**config.mk**
```make
export PLATFORM = sky130hd
export DESIGN_NAME = sci_data_baud
export DESIGN_NICKNAME = d
export VERILOG_FILES = /design/src/logic/sci_pkg.sv /design/src/logic/rate_if.sv /design/src/logic/baud_tick_gen.sv /design/src/logic/sci_data_baud.sv
export SDC_FILE = /design/constraint.sdc
export NUM_CORES = 1
export LEC_CHECK = 0
export BUFFER_PORTS_ARGS = -buffer_cell sky130_fd_sc_hd__buf_4
export CORE_MARGIN = 2
export CORE_UTILIZATION = 65
export CTS_CLUSTER_DIAMETER = 30
export DETAILED_ROUTE_END_ITERATION = 6
export PLACE_DENSITY = 0.87
export SYNTH_ARGS = -nofsm -noshare
export SYNTH_HDL_FRONTEND = slang
export SYNTH_HIERARCHICAL = 1
export SYNTH_SLANG_ARGS = --single-unit
```
**constraint.sdc**
```tcl
create_clock -name aclk -period 8.9 [get_ports aclk]
set_clock_uncertainty 0.05 [all_clocks]
set_input_delay 1.78 -clock aclk [delete_from_list [all_inputs] [get_ports aclk]]
set_output_delay 1.78 -clock aclk [all_outputs]
set_load 0.1 [all_outputs]
```
**src/logic/sci_pkg.sv**
```systemverilog
// Constants shared by the serial data path and its rate generator
`default_nettype none
package sci_pkg;
   localparam int unsigned ADDR_W = 12;
   // Register indices; byte address is four times the index
   localparam logic [7:0] IDX_STATUS   = 8'h50;
   localparam logic [7:0] IDX_DATA     = 8'h51;
   localparam logic [7:0] IDX_BAUD     = 8'h52;
   localparam logic [7:0] IDX_FRAME    = 8'h53;
   localparam logic [7:0] IDX_CTRL     = 8'h54;
   localparam logic [7:0] IDX_RX_FINE  = 8'h55;
   localparam logic [7:0] IDX_GAP      = 8'h56;
   localparam logic [7:0] IDX_TX_FINE  = 8'h57;
   localparam logic [7:0] IDX_EVT_STS  = 8'h58;
   localparam logic [7:0] IDX_EVT_CLR  = 8'h59;
   localparam logic [7:0] IDX_EVT_EN   = 8'h5A;
   // Reset values and frame write mask
   localparam logic [7:0] STATUS_RST   = 8'hC0;
   localparam logic [7:0] BAUD_RST     = 8'h00;
   localparam logic [7:0] CTRL_RST     = 8'h00;
   localparam logic [7:0] FINE_RST     = 8'h00;
   localparam logic [7:0] FRAME_MASK   = 8'h58;
   // Field positions
   localparam int unsigned PS_LSB  = 6;
   localparam int unsigned TXP_LSB = 3;
   localparam int unsigned RXP_LSB = 0;
   localparam int unsigned CTRL_TE = 3;
   localparam int unsigned CTRL_RX_ON = 2;
   // Event bits
   localparam int unsigned EV_TX_EMPTY = 0;
   localparam int unsigned EV_TX_DONE  = 1;
   localparam int unsigned EV_RX_READY = 2;
   localparam int unsigned EV_OVERRUN  = 3;
   localparam int unsigned EV_N        = 4;
   // Coarse prescale factors by code
   localparam logic [3:0] PF_CODE0 = 4'h1;
   localparam logic [3:0] PF_CODE1 = 4'h3;
   localparam logic [3:0] PF_CODE2 = 4'h4;
   localparam logic [3:0] PF_CODE3 = 4'hD;
   // Rate clock is sixteen times the bit rate
   localparam logic [3:0] SUB_LAST = 4'hF;
   localparam logic [3:0] SUB_MID  = 4'h7;
   localparam logic [3:0] BIT_STOP = 4'h9;
   localparam logic [1:0] RESP_OKAY   = 2'h0;
   localparam logic [1:0] RESP_SLVERR = 2'h2;
endpackage
`default_nettype wire

```
**src/logic/rate_if.sv**
```systemverilog
// Divider settings down to the rate generator, rate ticks back
`timescale 1ns/1ns
`default_nettype none
interface rate_if;
   logic [1:0] coarse_prescale_sel;
   logic [2:0] tx_pow2_divisor_sel;
   logic [2:0] rx_pow2_divisor_sel;
   logic [7:0] tx_fine_factor;
   logic [7:0] rx_fine_factor;
   logic       tx_tick;
   logic       rx_tick;
   modport gen (input coarse_prescale_sel, tx_pow2_divisor_sel, rx_pow2_divisor_sel,
                input tx_fine_factor, rx_fine_factor, output tx_tick, rx_tick);
   modport core (output coarse_prescale_sel, tx_pow2_divisor_sel, rx_pow2_divisor_sel,
                 output tx_fine_factor, rx_fine_factor, input tx_tick, rx_tick);
endinterface
`default_nettype wire

```
**src/logic/baud_tick_gen.sv**
```systemverilog
// Transmit and receive rate tick generator
`timescale 1ns/1ns
`default_nettype none
module baud_tick_gen
   import sci_pkg::*;
(
   input wire logic aclk,
   input wire logic aresetn,
   rate_if.gen      rt
);
   typedef struct packed {
      logic [11:0] tx_cnt;
      logic [11:0] rx_cnt;
      logic        tx_tick;
      logic        rx_tick;
   } gen_st_t;

   gen_st_t st_r;
   gen_st_t st_nxt;
   logic [11:0] tx_div;
   logic [11:0] rx_div;

   function automatic logic [11:0] divisor(input logic [1:0] ps, input logic [2:0] p2,
                                           input logic [7:0] fine);
      logic [3:0] pf;
      logic [7:0] f;
      begin
         case (ps)
            2'h0:    pf = PF_CODE0;
            2'h1:    pf = PF_CODE1;
            2'h2:    pf = PF_CODE2;
            default: pf = PF_CODE3;
         endcase
         // Non-zero fine factor replaces the power-of-two divisor
         f = (fine != 8'h00) ? fine : (8'h01 << p2);
         divisor = 12'(pf) * 12'(f);
      end
   endfunction

   assign tx_div = divisor(rt.coarse_prescale_sel, rt.tx_pow2_divisor_sel, rt.tx_fine_factor);
   assign rx_div = divisor(rt.coarse_prescale_sel, rt.rx_pow2_divisor_sel, rt.rx_fine_factor);
   assign rt.tx_tick = st_r.tx_tick;
   assign rt.rx_tick = st_r.rx_tick;

   always_comb begin
      st_nxt = st_r;
      // >= so a smaller divisor written mid-count takes effect at once
      if (st_r.tx_cnt >= 12'(tx_div - 12'h001)) begin
         st_nxt.tx_cnt  = 12'h000;
         st_nxt.tx_tick = 1'b1;
      end else begin
         st_nxt.tx_cnt  = 12'(st_r.tx_cnt + 12'h001);
         st_nxt.tx_tick = 1'b0;
      end
      if (st_r.rx_cnt >= 12'(rx_div - 12'h001)) begin
         st_nxt.rx_cnt  = 12'h000;
         st_nxt.rx_tick = 1'b1;
      end else begin
         st_nxt.rx_cnt  = 12'(st_r.rx_cnt + 12'h001);
         st_nxt.rx_tick = 1'b0;
      end
   end

   always_ff @(posedge aclk) begin
      if (!aresetn) begin
         st_r <= '0;
      end else begin
         st_r <= st_nxt;
      end
   end
endmodule
`default_nettype wire

```
**src/logic/sci_data_baud.sv**
```systemverilog
// Serial data holding registers, flags, shifters and AXI4-Lite register file
// Summary of operation
// - Data write loads transmit holder, read returns receive
// - Prescale code selects factor 1, 3, 4, 13
// - Transmit rate uses prescale times power-of-two divisor
// - Receive rate uses prescale times power-of-two divisor
// - Non-zero transmit fine factor replaces power-of-two divisor
// - Non-zero receive fine factor replaces power-of-two divisor
// - Receive fine factor divides the sixteen-times rate
// - Transmit fine factor divides the sixteen-times rate
// - Both fine dividers reset to zero
// - Transmit empty sets on transfer, clears status-then-write
// - Receive ready clears on receiver off or status-then-read
`timescale 1ns/1ns
`default_nettype none
module sci_data_baud
   import sci_pkg::*;
(
   input  wire logic              aclk,
   input  wire logic              aresetn,
   input  wire logic [ADDR_W-1:0] awaddr,
   input  wire logic              awvalid,
   output logic                   awready,
   input  wire logic [31:0]       wdata,
   input  wire logic [3:0]        wstrb,
   input  wire logic              wvalid,
   output logic                   wready,
   output logic [1:0]             bresp,
   output logic                   bvalid,
   input  wire logic              bready,
   input  wire logic [ADDR_W-1:0] araddr,
   input  wire logic              arvalid,
   output logic                   arready,
   output logic [31:0]            rdata,
   output logic [1:0]             rresp,
   output logic                   rvalid,
   input  wire logic              rready,
   input  wire logic              rxd,
   output logic                   txd,
   output logic                   irq
);
   typedef struct packed {
      logic              awready;
      logic              wready;
      logic              arready;
      logic              aw_hold;
      logic [ADDR_W-3:0] aw_word;
      logic              w_hold;
      logic [7:0]        w_byte;
      logic              w_lane;
      logic              bvalid;
      logic [1:0]        bresp;
      logic              rvalid;
      logic [1:0]        rresp;
      logic [7:0]        rbyte;
      logic [7:0]        tx_holding_reg;
      logic [7:0]        rx_holding_reg;
      logic [7:0]        baud;
      logic [7:0]        frame;
      logic [7:0]        ctrl;
      logic [7:0]        rx_fine;
      logic [7:0]        tx_fine;
      logic              tx_empty_flag;
      logic              tx_done;
      logic              rx_ready_flag;
      logic              overrun;
      logic              frame_err;
      logic              status_seen;
      logic [EV_N-1:0]   evt_sts;
      logic [EV_N-1:0]   evt_en;
      logic              irq;
      logic              txd;
      logic              tx_busy;
      logic [9:0]        tx_shift;
      logic [3:0]        tx_bit;
      logic [3:0]        tx_sub;
      logic              rxd_meta;
      logic              rxd_sync;
      logic              rx_busy;
      logic [3:0]        rx_bit;
      logic [3:0]        rx_sub;
      logic [7:0]        rx_shift;
   } core_st_t;

   core_st_t st_r;
   core_st_t st_nxt;
   core_st_t st_rst;
   rate_if   rt ();

   function automatic logic mapped(input logic [ADDR_W-3:0] w);
      begin
         mapped = (w >= (ADDR_W-2)'(IDX_STATUS)) && (w <= (ADDR_W-2)'(IDX_EVT_EN));
      end
   endfunction

   function automatic logic at(input logic [ADDR_W-3:0] w, input logic [7:0] idx);
      begin
         at = (w == (ADDR_W-2)'(idx));
      end
   endfunction

   always_comb begin
      st_rst               = '0;
      st_rst.baud          = BAUD_RST;
      st_rst.ctrl          = CTRL_RST;
      st_rst.rx_fine       = FINE_RST;
      st_rst.tx_fine       = FINE_RST;
      st_rst.tx_empty_flag = STATUS_RST[7];
      st_rst.tx_done       = STATUS_RST[6];
      st_rst.txd           = 1'b1;
      st_rst.rxd_meta      = 1'b1;
      st_rst.rxd_sync      = 1'b1;
   end

   baud_tick_gen u_gen (
      .aclk    (aclk),
      .aresetn (aresetn),
      .rt      (rt.gen)
   );

   assign rt.coarse_prescale_sel = st_r.baud[PS_LSB +: 2];
   assign rt.tx_pow2_divisor_sel = st_r.baud[TXP_LSB +: 3];
   assign rt.rx_pow2_divisor_sel = st_r.baud[RXP_LSB +: 3];
   assign rt.tx_fine_factor      = st_r.tx_fine;
   assign rt.rx_fine_factor      = st_r.rx_fine;

   always_comb begin
      logic [EV_N-1:0] ev;
      logic [7:0]      status_val;
      logic            data_wr;
      logic            data_rd;
      ev         = '0;
      status_val = '0;
      data_wr    = 1'b0;
      data_rd    = 1'b0;
      st_nxt     = st_r;
      status_val = {st_r.tx_empty_flag, st_r.tx_done, st_r.rx_ready_flag, 1'b0,
                    st_r.overrun, 1'b0, st_r.frame_err, 1'b0};

      // Write channel: address and data taken in either order
      if (awvalid && st_r.awready) begin
         st_nxt.aw_hold = 1'b1;
         st_nxt.aw_word = awaddr[ADDR_W-1:2];
      end
      if (wvalid && st_r.wready) begin
         st_nxt.w_hold = 1'b1;
         st_nxt.w_byte = wdata[7:0];
         st_nxt.w_lane = wstrb[0];
      end
      if (st_r.bvalid && bready) begin
         st_nxt.bvalid = 1'b0;
      end
      if (st_r.aw_hold && st_r.w_hold && !st_r.bvalid) begin
         st_nxt.aw_hold = 1'b0;
         st_nxt.w_hold  = 1'b0;
         st_nxt.bvalid  = 1'b1;
         st_nxt.bresp   = mapped(st_r.aw_word) ? RESP_OKAY : RESP_SLVERR;
         if (mapped(st_r.aw_word) && st_r.w_lane) begin
            if (at(st_r.aw_word, IDX_DATA)) begin
               st_nxt.tx_holding_reg = st_r.w_byte;
               data_wr = 1'b1;
            end
            if (at(st_r.aw_word, IDX_BAUD)) begin
               st_nxt.baud = st_r.w_byte;
            end
            if (at(st_r.aw_word, IDX_FRAME)) begin
               st_nxt.frame = st_r.w_byte & FRAME_MASK;
            end
            if (at(st_r.aw_word, IDX_CTRL)) begin
               st_nxt.ctrl = st_r.w_byte;
            end
            if (at(st_r.aw_word, IDX_RX_FINE)) begin
               st_nxt.rx_fine = st_r.w_byte;
            end
            if (at(st_r.aw_word, IDX_TX_FINE)) begin
               st_nxt.tx_fine = st_r.w_byte;
            end
            if (at(st_r.aw_word, IDX_EVT_CLR)) begin
               st_nxt.evt_sts = st_r.evt_sts & ~st_r.w_byte[EV_N-1:0];
            end
            if (at(st_r.aw_word, IDX_EVT_EN)) begin
               st_nxt.evt_en = st_r.w_byte[EV_N-1:0];
            end
         end
      end

      // Read channel: answer one cycle after the address is taken
      if (st_r.rvalid && rready) begin
         st_nxt.rvalid = 1'b0;
      end
      if (arvalid && st_r.arready) begin
         st_nxt.rvalid = 1'b1;
         st_nxt.rresp  = mapped(araddr[ADDR_W-1:2]) ? RESP_OKAY : RESP_SLVERR;
         st_nxt.rbyte  = 8'h00;
         if (at(araddr[ADDR_W-1:2], IDX_STATUS)) begin
            st_nxt.rbyte       = status_val;
            st_nxt.status_seen = 1'b1;
         end
         if (at(araddr[ADDR_W-1:2], IDX_DATA)) begin
            st_nxt.rbyte = st_r.rx_holding_reg;
            data_rd = 1'b1;
         end
         if (at(araddr[ADDR_W-1:2], IDX_BAUD)) begin
            st_nxt.rbyte = st_r.baud;
         end
         if (at(araddr[ADDR_W-1:2], IDX_FRAME)) begin
            st_nxt.rbyte = st_r.frame;
         end
         if (at(araddr[ADDR_W-1:2], IDX_CTRL)) begin
            st_nxt.rbyte = st_r.ctrl;
         end
         if (at(araddr[ADDR_W-1:2], IDX_RX_FINE)) begin
            st_nxt.rbyte = st_r.rx_fine;
         end
         if (at(araddr[ADDR_W-1:2], IDX_TX_FINE)) begin
            st_nxt.rbyte = st_r.tx_fine;
         end
         if (at(araddr[ADDR_W-1:2], IDX_EVT_STS)) begin
            st_nxt.rbyte = 8'(st_r.evt_sts);
         end
         if (at(araddr[ADDR_W-1:2], IDX_EVT_EN)) begin
            st_nxt.rbyte = 8'(st_r.evt_en);
         end
      end

      // Clearing sequences come first so a same-cycle hardware set wins
      if (st_r.status_seen && data_wr) begin
         st_nxt.tx_empty_flag = 1'b0;
         st_nxt.tx_done       = 1'b0;
         st_nxt.status_seen   = 1'b0;
      end
      if (st_r.status_seen && data_rd) begin
         st_nxt.rx_ready_flag = 1'b0;
         st_nxt.overrun       = 1'b0;
         st_nxt.frame_err     = 1'b0;
         st_nxt.status_seen   = 1'b0;
      end

      // Transmitter; no transfer in a cycle that rewrites the holder
      if (!st_r.tx_busy && !st_r.tx_empty_flag && st_r.ctrl[CTRL_TE] && !data_wr) begin
         st_nxt.tx_busy       = 1'b1;
         st_nxt.tx_shift      = {1'b1, st_r.tx_holding_reg, 1'b0};
         st_nxt.tx_bit        = 4'h0;
         st_nxt.tx_sub        = 4'h0;
         st_nxt.tx_empty_flag = 1'b1;
         ev[EV_TX_EMPTY]      = 1'b1;
      end
      if (st_r.tx_busy && rt.tx_tick) begin
         st_nxt.tx_sub = 4'(st_r.tx_sub + 4'h1);
         if (st_r.tx_sub == SUB_LAST) begin
            st_nxt.tx_shift = {1'b1, st_r.tx_shift[9:1]};
            st_nxt.tx_bit   = 4'(st_r.tx_bit + 4'h1);
            if (st_r.tx_bit == BIT_STOP) begin
               st_nxt.tx_busy = 1'b0;
               if (st_r.tx_empty_flag) begin
                  st_nxt.tx_done = 1'b1;
                  ev[EV_TX_DONE] = 1'b1;
               end
            end
         end
      end
      st_nxt.txd = st_nxt.tx_busy ? st_nxt.tx_shift[0] : 1'b1;

      // Receiver, sampling each bit at its middle rate tick
      st_nxt.rxd_meta = rxd;
      st_nxt.rxd_sync = st_r.rxd_meta;
      if (!st_r.ctrl[CTRL_RX_ON]) begin
         st_nxt.rx_busy       = 1'b0;
         st_nxt.rx_ready_flag = 1'b0;
         st_nxt.overrun       = 1'b0;
         st_nxt.frame_err     = 1'b0;
      end else if (!st_r.rx_busy) begin
         if (!st_r.rxd_sync) begin
            st_nxt.rx_busy = 1'b1;
            st_nxt.rx_bit  = 4'h0;
            st_nxt.rx_sub  = 4'h0;
         end
      end else if (rt.rx_tick) begin
         st_nxt.rx_sub = 4'(st_r.rx_sub + 4'h1);
         if (st_r.rx_sub == SUB_MID) begin
            st_nxt.rx_bit = 4'(st_r.rx_bit + 4'h1);
            if (st_r.rx_bit == 4'h0) begin
               // A start bit gone high by mid-bit was a glitch
               st_nxt.rx_busy = ~st_r.rxd_sync;
            end else if (st_r.rx_bit != BIT_STOP) begin
               st_nxt.rx_shift = {st_r.rxd_sync, st_r.rx_shift[7:1]};
            end else begin
               st_nxt.rx_busy = 1'b0;
               if (st_r.rx_ready_flag) begin
                  // Holder keeps the unread byte; this frame is dropped
                  st_nxt.overrun  = 1'b1;
                  ev[EV_OVERRUN]  = 1'b1;
               end else begin
                  st_nxt.rx_holding_reg = st_r.rx_shift;
                  st_nxt.rx_ready_flag  = 1'b1;
                  st_nxt.frame_err      = ~st_r.rxd_sync;
                  ev[EV_RX_READY]       = 1'b1;
               end
            end
         end
      end

      st_nxt.evt_sts = st_nxt.evt_sts | ev;
      st_nxt.irq     = |(st_nxt.evt_sts & st_nxt.evt_en);
      st_nxt.awready = !st_nxt.aw_hold && !st_nxt.bvalid;
      st_nxt.wready  = !st_nxt.w_hold && !st_nxt.bvalid;
      st_nxt.arready = !st_nxt.rvalid;
   end

   always_ff @(posedge aclk) begin
      if (!aresetn) begin
         st_r <= st_rst;
      end else begin
         st_r <= st_nxt;
      end
   end

   assign awready = st_r.awready;
   assign wready  = st_r.wready;
   assign bvalid  = st_r.bvalid;
   assign bresp   = st_r.bresp;
   assign arready = st_r.arready;
   assign rvalid  = st_r.rvalid;
   assign rresp   = st_r.rresp;
   assign rdata   = {24'h000000, st_r.rbyte};
   assign txd     = st_r.txd;
   assign irq     = st_r.irq;
endmodule
`default_nettype wire

```
=== Yosys cells after proc, flatten, opt, wreduce, memory -nomap -nowiden ===
Cells that the tools add are included.

* Register bits: 169
* Input bits: 68
* Output and inout bits: 43
* Logic and storage cells: 222

* Add/subtract/negate cells: 8
* Multipliers: 2
* $lt $le $gt $ge: 6
* Equality and inequality tests: 26
* Shift operators: 2
* Muxes and demuxes: 76
* Bitwise logic cells: 9
* Reductions and logical operators: 49

{| class="wikitable"
|+ Operator list
! cell !! count
|-
| equality test 10 x 7 -> 1 bit (second input constant) || 17
|-
| 2-to-1 mux 8 bit || 16
|-
| 2-to-1 mux 19 bit || 2
|-
| 2-to-1 mux 1 bit || 32
|-
| adder 12 x 1 -> 12 bit (second input constant) || 2
|-
| greater-or-equal comparator 12 bit || 2
|-
| multiplier 4 x 8 -> 12 bit || 2
|-
| subtractor 12 x 1 -> 12 bit (second input constant) || 2
|-
| 2-to-1 mux 11 bit || 2
|-
| AND reduction 3 bit || 7
|-
| greater-or-equal comparator 10 x 7 -> 1 bit (second input constant) || 2
|-
| <= comparator 10 x 7 -> 1 bit (second input constant) || 2
|-
| logical AND 1 bit || 18
|-
| 2-to-1 mux 3 bit || 6
|-
| 2-to-1 mux 9 bit || 2
|-
| 2-to-1 mux 17 bit || 1
|-
| adder 4 x 1 -> 4 bit (second input constant) || 4
|-
| 2-to-1 mux 2 bit || 8
|-
| nonzero test 8 bit || 2
|-
| left shift 1 x 3 -> 8 bit (first input constant) || 2
|-
| 2-to-1 mux 15 bit || 1
|-
| 2-to-1 mux 4 bit || 3
|-
| case mux 4 bit (3 select lines) || 1
|-
| 2-to-1 mux 10 bit || 1
|-
| other kinds (23) || 41
|}

=== Longest topological paths before layout ===
Gate-level depths: netlist of the first run.

* Depth after elaboration: 14
* Gate-level depth with buffers: 24
* Mapped depth without buffers: 23

=== By module ===
The synthesis of the first run kept the hierarchy.

{| class="wikitable"
|+ Modules (own cells, without submodules)
! module !! instances !! cells an instance !! area each (sq um) !! sequential area each (sq um)
|-
| sci_data_baud || 1 || 776 || 6379.9 || 2822.7
|-
| baud_tick_gen || 1 || 520 || 4038.9 || 520.5
|}

=== Worst setup path before layout of the first run ===
OpenSTA, ideal clock, no wires.

* Path kind: register -> register
* Start point: register st_r, in the netlist rt.tx_fine_factor[4]
* End point: register u_gen/st_r[16] (netlist bit)
* Setup time: 65 ps
* Arrival: 5294 ps
* Data required time: 8785 ps
* Path slack: 3491 ps
* Cell stages (with the launch flop): 24
* Buffers on the path: 1
* Period minus slack after synthesis: 5409 ps
* Path through: dfxtp_1 > or4_4 > nor4_4 > and2b_4 > a41o_1 > nand2_1 > ha_1 > inv_1 > fa_1 > inv_1 > fa_1 > inv_1 > ha_1 > a21oi_1 > nand2_1 > a21o_1 > mux2_2 > a211oi_1 > ha_1 > nor2b_1 > o21ai_0 > o211ai_1 > clkbuf_1 > nor2_1

* Word-level cells in the longest chain between the ends: 6

{| class="wikitable"
|+ Ends and longest elaborated chain
! element !! line !! source
|-
| start, declared || sci_data_baud.sv:85 || <nowiki>core_st_t st_r;</nowiki>
|-
| start signal, assigned || sci_data_baud.sv:312 || <nowiki>st_r <= st_rst;</nowiki>
|-
| start signal, assigned || sci_data_baud.sv:314 || <nowiki>st_r <= st_nxt;</nowiki>
|-
| nonzero test 8 bit || baud_tick_gen.sv:35 || <nowiki>f = (fine != 8'h00) ? fine : (8'h01 << p2);</nowiki>
|-
| 2-to-1 mux 8 bit (*) || baud_tick_gen.sv:35 ||
|-
| multiplier 4 x 8 -> 12 bit (*) || baud_tick_gen.sv:36 || <nowiki>divisor = 12'(pf) * 12'(f);</nowiki>
|-
| subtractor 12 x 1 -> 12 bit (*) || baud_tick_gen.sv:48 || <nowiki>if (st_r.tx_cnt >= 12'(tx_div - 12'h001)) begin</nowiki>
|-
| greater-or-equal comparator 12 bit (*) || baud_tick_gen.sv:48 ||
|-
| OR reduction 2 bit (no source line) (*) || -- ||
|-
| end signal, assigned || baud_tick_gen.sv:68 || <nowiki>st_r <= st_nxt;</nowiki>
|-
| end, declared || baud_tick_gen.sv:18 || <nowiki>gen_st_t st_r;</nowiki>
|}

Mark *: on every way between the ends. The rest lies on a longest branch, timed or not.
A chain may end at the register's enable or synchronous reset.

=== Worst setup path in the final report of the first run ===
* Start point: register st_r, in the netlist rt.coarse_prescale_sel[1]
* End point: register u_gen/st_r[9] (netlist bit)

* Word-level cells in the longest chain between the ends: 6
* Elaborated cells between the ends (all ways): 8
* Classes of those cells: 1 x add/sub; 1 x mul; 1 x order compare; 2 x eq/ne; 1 x mux; 2 x reduce/logical

{| class="wikitable"
|+ Ends and longest elaborated chain
! element !! line !! source
|-
| equality test 2 bit (tied with other cells) || baud_tick_gen.sv:28 || <nowiki>case (ps)</nowiki>
|-
| case mux 4 bit (3 select lines) (*) || baud_tick_gen.sv:28 ||
|-
| multiplier 4 x 8 -> 12 bit (*) || baud_tick_gen.sv:36 ||
|-
| subtractor 12 x 1 -> 12 bit (*) || baud_tick_gen.sv:55 || <nowiki>if (st_r.rx_cnt >= 12'(rx_div - 12'h001)) begin</nowiki>
|-
| greater-or-equal comparator 12 bit (*) || baud_tick_gen.sv:55 ||
|-
| OR reduction 2 bit (no source line) (*) || -- ||
|}

Marked as above.

==> results_dict.tcl, run 1 <==
set metrics [dict create \
    outcome "completed" \
    synth_top_family_by_area "simple AND/OR/NAND/NOR gates" \
    synth_top_area_share_pct 32.09 \
    synth_compound_area_share_pct 14.03 \
    layout_commonest_cell "nand2_1" \
    grt_first_pass_wirelength_mm 38.51 \
    utilization_pct 72.11 \
    fin_hold_ws_ns 0.3592 \
    cts_hold_buf 0 \
    post_cts_resized 0 \
    ys_ff_latch 167 \
    synth-edff-count 0 \
    rsz0062_at_grt "false" \
    numCtsBuffers 17 \
    ant_nets 0 \
    antenna_found_initial 0 \
    hp-class "register to register" \
    synth_top_area_cell "dfxtp_1" \
    grt_usage_pct 28.10 \
    cts.sinks 167 \
    powerDensity_nw_per_um2 150.3 \
    drc 0 \
    syn2layout_area_growth_pct 9.151 \
    fin_total_pwr_w 0.001709 \
    grt_max_degree 109 \
    wl_per_cell_um 15.16 \
    netlist_area_um2 10420 \
    synth_fa_ha_area_share_pct 14.72 \
    synthFlopType "dfxtp_1" \
    grt_pass1_vias 8330 \
    postCtsSetupBuffers 0 \
    initial_core_util_pct 66.07 \
    final_cell_mix "nand2_1 (203), dfxtp_1 (167), nor2_1 (147)" \
    die_y_um 130.6 \
    dp.final_hpwl_mm 16.53 \
    postLayoutSetupSlackWorst_ns 2.727 \
    tightest_slew_ns 1.096 \
    end_kind "register" \
    die_area_um2 17060 \
    clk_latency_ns 0.43 \
    ios 111 \
    drt_iter0_drc 564 \
    layout_min_cycle_time_ns 6.173 \
    hold_viol 0 \
    worst-setup-path-type "register to register" \
    worstPathArrival_ns 6.40 \
    synth_cell_types 74 \
    place_ws_ns 2.788 \
    portBuffers 53 \
    vias 8895 \
    ys_async_sr_fraction_pct 0 \
    slew_headroom_pct 26.91 \
    vias_per_cell 5.791 \
    setup_tns_ns 0 \
    drt_wl_total_mm 23.28 \
    htree_levels 4 \
    fmax_mhz 162.0 \
    rows 46 \
    synthCells 1296 \
    maxCapViolCount 0 \
    cts_tree "yes" \
    fin_crit_sh_pct 69.37 \
    synthXorXnorAreaFrac_pct 3.278 \
    p_leak_nw 4.508 \
    drive_gt1_share_pct 9.167 \
    crit_path_max_fanout 23 \
    synth.area.top_cells "dfxtp_1 (32%), ha_1 (9.7%), nand2_1 (7.3%)" \
    diodes 0 \
    cp-start-kind "register" \
    ir_drop_mv 0.1654 \
    ys_warn_count 6 \
    synthSimpleGateAreaFrac_pct 23.17 \
    first_pass_iters 5 \
    cts_root_buf "clkbuf_16" \
    cts_buffer_depth 2 \
    drv_slew 0 \
    cp.required_ns 9.13 \
    overflow 0 \
    clk_pin_slew_ns 0.07 \
    fp.dieW_um 130.6 \
    finalSetupViolations 0 \
    fillers 1213 \
    syn_area_per_cell_um2 8.039 \
    place_congestion 0.9717 \
    synthMuxAreaShare_pct 4.708 \
    core_um2 15770 \
    seq_area_frac_synth_pct 32.09 \
    nets 1482 \
]
[sequential cells by signal, summed over array words and instances, names as in the netlist]
register	cells
rvalid	1
wready	1
rt.rx_fine_factor	8
arready	1
rdata	8
u_gen/st_r	24
bvalid	1
rt.tx_pow2_divisor_sel	3
rt.rx_pow2_divisor_sel	3
u_gen/rt.rx_tick	1
u_gen/rt.tx_tick	1
irq	1
awready	1
rresp	1
st_nxt	1
bresp	1
rt.coarse_prescale_sel	2
st_r	99
rt.tx_fine_factor	8
txd	1
[final timing paths]
check | startpoint | to | slack (ns) | cells after the start
min | st_nxt[17]$_SDFF_PN1_ | st_r[17]$_SDFF_PN1_ | 0.36 | 1
max | rt.coarse_prescale_sel[1]$_SDFFE_PN0P_ | u_gen/st_r[9]$_SDFF_PP0_ | 2.73 | 20
max reg2reg | rt.coarse_prescale_sel[1]$_SDFFE_PN0P_ | u_gen/st_r[9]$_SDFF_PP0_ | 2.73 | 20
min reg2reg | st_nxt[17]$_SDFF_PN1_ | st_r[17]$_SDFF_PN1_ | 0.36 | 1
[worst max-delay path, stage by stage (launching register included)]
cell and delay, ns:
dfxtp_1 0.86, and2_0 0.77, nand2b_1 0.13, ha_1 0.31, inv_1 0.06, fa_1 0.52, inv_1 0.05, fa_1 0.52
inv_1 0.04, ha_1 0.35, nand2_1 0.11, a21boi_0 0.11, nor3_1 0.32, a21oi_1 0.13, xnor2_1 0.14, ha_1 0.29
a21o_1 0.11, a211oi_1 0.08, o2bb2ai_1 0.14, a22oi_1 0.77, nor2_1 0.13
[cell type report]
class	instances	area, um2	share of cell area, %
multi-input cells	973	6339	55.74
flip-flops and latches	167	3343	29.40
clock buffers	18	439.2	3.862
repair buffers	56	420.4	3.697
inverters	92	346.6	3.048
well taps	216	270.3	2.376
clock inverters	14	214.0	1.881
[synthesized netlist by cell type, types with 4 or more instances]
cell,count
or2_2,7
a21boi_0,4
a221oi_1,7
a211oi_1,6
a31oi_1,12
mux2_2,6
o21ai_0,45
nor3_1,15
a31o_2,5
clkbuf_1,44
inv_1,92
xor2_1,21
buf_4,36
ha_1,81
a21o_1,8
nand4_1,15
fa_1,26
nor2b_1,13
nor2_1,147
nand2_1,203
nor3b_1,8
dfxtp_1,167
o2111ai_1,4
and3_1,8
buf_2,7
mux2i_1,40
xnor2_1,18
a21oi_1,99
nand2b_1,29
o211ai_1,5
and2_1,12
a311oi_1,8
a22oi_1,8
nand3_1,32
[metal layers]
metal  part of all wire, %  GRT usage, %
met3                   5.9         5.130
met5                     0             0
met4                   3.1         11.76
met1                    42         34.27
met2                    49         48.99
[where the power goes]
part	internal (W)	switching, W	total, W
Sequential	0.000756	0.0000124	0.000768
Clock	0.000486	0.000325	0.000811
Combinational	0.0000265	0.000104	0.000130
Total	0.00127	0.000441	0.00171
[kinds of logic (layout without fill, tap and decap cells)]
group,Yosys count,in the layout
adders and majority gates,107,107
muxes,47,47
AOI/OAI and AO/OA,236,236
other,1,26
and+or+nand+nor,518,518
buffers and inverters,181,180
DFF,167,167
xor gates and xnor gates,39,39
[metrics by stage]
| step | std cells | instance area (um2) |
|---|---|---|
| after CTS | 1536 | 11370 |
| final | 1536 | 11370 |
| after global placement | 1504 | 10720 |
| after floorplan | 1321 | 10510 |
| after global routing | 1536 | 11370 |
| after detailed placement | 1504 | 10720 |
(Power assumes the default switching activity.)
==> run 2, diff against run 1 <==
- ABC_AREA: unset -> 1
- CORE_UTILIZATION: 65 -> 60
- PLACE_DENSITY: 0.87 -> 0.81
- clock period: 8.9 -> 6 ns (I/O delays scaled with it)
==> results_dict.tcl, run 2 <==
set metrics [dict create \
    outcome "completed" \
    cp-start-kind "register" \
    antenna_found_initial 0 \
    diodes 0 \
    slew_headroom_pct 15.04 \
    crit_chain "nand2_1, clkinv_1, nand2_1, ha_1, inv_1, fa_1, inv_1, fa_1, inv_1, ha_1, a21oi_1, nand2_1, nand2_1, nand3_1, nand2_1, nand2_1, ha_1, nand2_1, inv_1, nand2_1, nand2_1, a21oi_1, nand3_1, nor2_1" \
    rows 49 \
    rsz0062_at_grt "false" \
    cpPeakStageDelay_ns 0.64 \
    synth-edff-count 0 \
    drt_wl_total_mm 25.34 \
    cts_buffer_depth 2 \
    stdcell_count 1843 \
    dp.final_hpwl_mm 19.33 \
    ant_nets 0 \
    synth.area.top_cells "dfxtp_1 (30%), nand2_1 (10%), ha_1 (9.2%)" \
    regMostFlops "st_r" \
    place_congestion 0.9507 \
    ir_drop_mv 0.2155 \
    ios 111 \
    first_pass_iters 5 \
    htree_levels 4 \
    vias 9906 \
    cts_hold_buf 0 \
    cp.required_ns 6.31 \
    grt_first_pass_wirelength_mm 41.95 \
    utilization_pct 66.14 \
    clk_latency_ns 0.43 \
    r2r-start "rt.coarse_prescale_sel[1]$_SDFFE_PN0P_" \
    critPathSlowestCell "dfxtp_1" \
    seq_area_frac_synth_pct 30.46 \
    tightest_slew_ns 1.273 \
    synth_cell_types 47 \
    initial_core_util_pct 61.09 \
    crit_path_start "rt.coarse_prescale_sel[1]$_SDFFE_PN0P_" \
    worstPathArrival_ns 5.50 \
    drc 0 \
    layout_min_cycle_time_ns 5.189 \
    synth_top_area_cell "dfxtp_1" \
    synth_top_area_share_pct 30.46 \
    ys_top_cells_by_count "nand2_1 (300), inv_1 (244), nor2_1 (174), dfxtp_1 (167), a21oi_1 (142)" \
    overflow 0 \
    syn_area_per_cell_um2 6.968 \
    largestRegisters "st_r: 99 flops, u_gen/st_r: 24 flops" \
    crit_path_max_fanout 14 \
    ys_async_sr_fraction_pct 0 \
    drv_slew 0 \
    cts.sinks 167 \
    syn2layout_area_growth_pct 8.266 \
    wl_per_cell_um 13.75 \
    grt_max_degree 56 \
    netlist_area_um2 10970 \
    ys_ff_latch 167 \
    drive_gt1_share_pct 8.984 \
    worst-setup-path-type "register to register" \
    maxCapViolCount 0 \
    path_common_cell "nand2_1" \
    ys_warn_count 6 \
    fp.dieW_um 139.2 \
    numCtsBuffers 17 \
    core_um2 17960 \
    hold_depth 1 \
    hold_path_end "st_r[17]$_SDFF_PN1_" \
    synthFlopType "dfxtp_1" \
    powerDensity_nw_per_um2 200.4 \
    p_leak_nw 5.631 \
    setup_tns_ns 0 \
    end_kind "register" \
    grt_usage_pct 26.18 \
    synthCells 1575 \
    reg2reg_slack_ns 0.81 \
    hp-class "register to register" \
    fmax_mhz 192.7 \
    final_cell_mix "nand2_1 (300), inv_1 (244), nor2_1 (174)" \
    grt_pass1_vias 9015 \
    die_y_um 139.2 \
    clk_pin_slew_ns 0.07 \
    reg2reg_to "u_gen/st_r[4]$_SDFF_PP0_" \
    drt_iter0_drc 607 \
    layout_commonest_cell "nand2_1" \
    yosysMostFrequentCell "nand2_1" \
    fillers 1583 \
    hold_viol 0 \
    reg2regPathDepth 24 \
    largest_reg_flops 99 \
    postCtsSetupBuffers 0 \
    post_cts_resized 0 \
    fin_crit_sh_pct 86.48 \
    nets 1776 \
    finalSetupViolations 0 \
    fin_hold_ws_ns 0.3744 \
    hold_start "st_nxt[17]$_SDFF_PN1_" \
    portBuffers 53 \
    vias_per_cell 5.375 \
    die_area_um2 19390 \
    cts_tree "yes" \
    cts_root_buf "clkbuf_16" \
    dp.cells 1811 \
]
## run 2: worst max-delay path: cells and delay by family (launching register included)
kind                     cells  cell delay, ns
adder cells (fa/ha/maj)      5            1.96
AND/OR/NAND/NOR             12            1.56
flip-flops                   1            0.64
AO/OA/AOI/OAI                2            0.46
buffers and inverters        5            0.45
## run 2: kinds of logic after synthesis
family                     Yosys count  synth area share (%)
and+or+nand+nor                    650                 26.39
xor gates and xnor gates            32                 2.554
AOI/OAI and AO/OA                  291                 13.88
DFF                                167                 30.46
buffers and inverters              327                 12.70
adders and majority gates          107                 13.98
other                                1               0.03417
## run 2: per-stage QoR
step                      setup WS, ns  instance area, um2  power [W]
after CTS                       0.7828               11880   0.002391
after global routing            0.2556               11880   0.002451
after global placement          0.9180               11320   0.001364
after floorplan                  1.552               11070   0.001331
after detailed placement        0.7921               11320   0.001366
final                           0.8111               11880   0.002381
## run 2: area by class of cell
class	instances	area [um2]	area share, %
Sequential cell	167	3343	28.14
Multi-Input combinational cell	1106	6331	53.29
Tap cell	229	286.5	2.412
Clock inverter	12	111.4	0.9372
Clock buffer	20	446.7	3.759
Inverter	255	957.2	8.056
Timing Repair Buffer	54	405.4	3.412
## run 2: how the worst max path moves through the flow
stage                               end  cells past startpoint
2_1_floorplan  u_gen/st_r[4]$_SDFF_PP0_                     28
3_3_place_gp   u_gen/st_r[8]$_SDFF_PP0_                     24
3_5_place_dp   u_gen/st_r[4]$_SDFF_PP0_                     22
4_1_cts        u_gen/st_r[4]$_SDFF_PP0_                     22
5_1_grt        u_gen/st_r[4]$_SDFF_PP0_                     27
6_report       u_gen/st_r[4]$_SDFF_PP0_                     24
## run 2: power by group
group | total [W] | leakage (nW) | internal [W] | switching, W
combinational | 0.000203 | 4.01 | 0.0000393 | 0.000164
sequential | 0.00114 | 1.35 | 0.00112 | 0.0000163
clock | 0.00104 | 0.269 | 0.000555 | 0.000483
total | 0.00238 | 5.63 | 0.00172 | 0.000663
## run 2: layer usage
layer | part of all wire, % | vias up | global-route usage [%]
met5 | 0 | - | 0
met4 | 3.2 | 0 | 9.995
met3 | 4.6 | 53 | 4.370
li1 | - | 5038 | -
met2 | 48 | 255 | 44.58
met1 | 44 | 4560 | 33.34
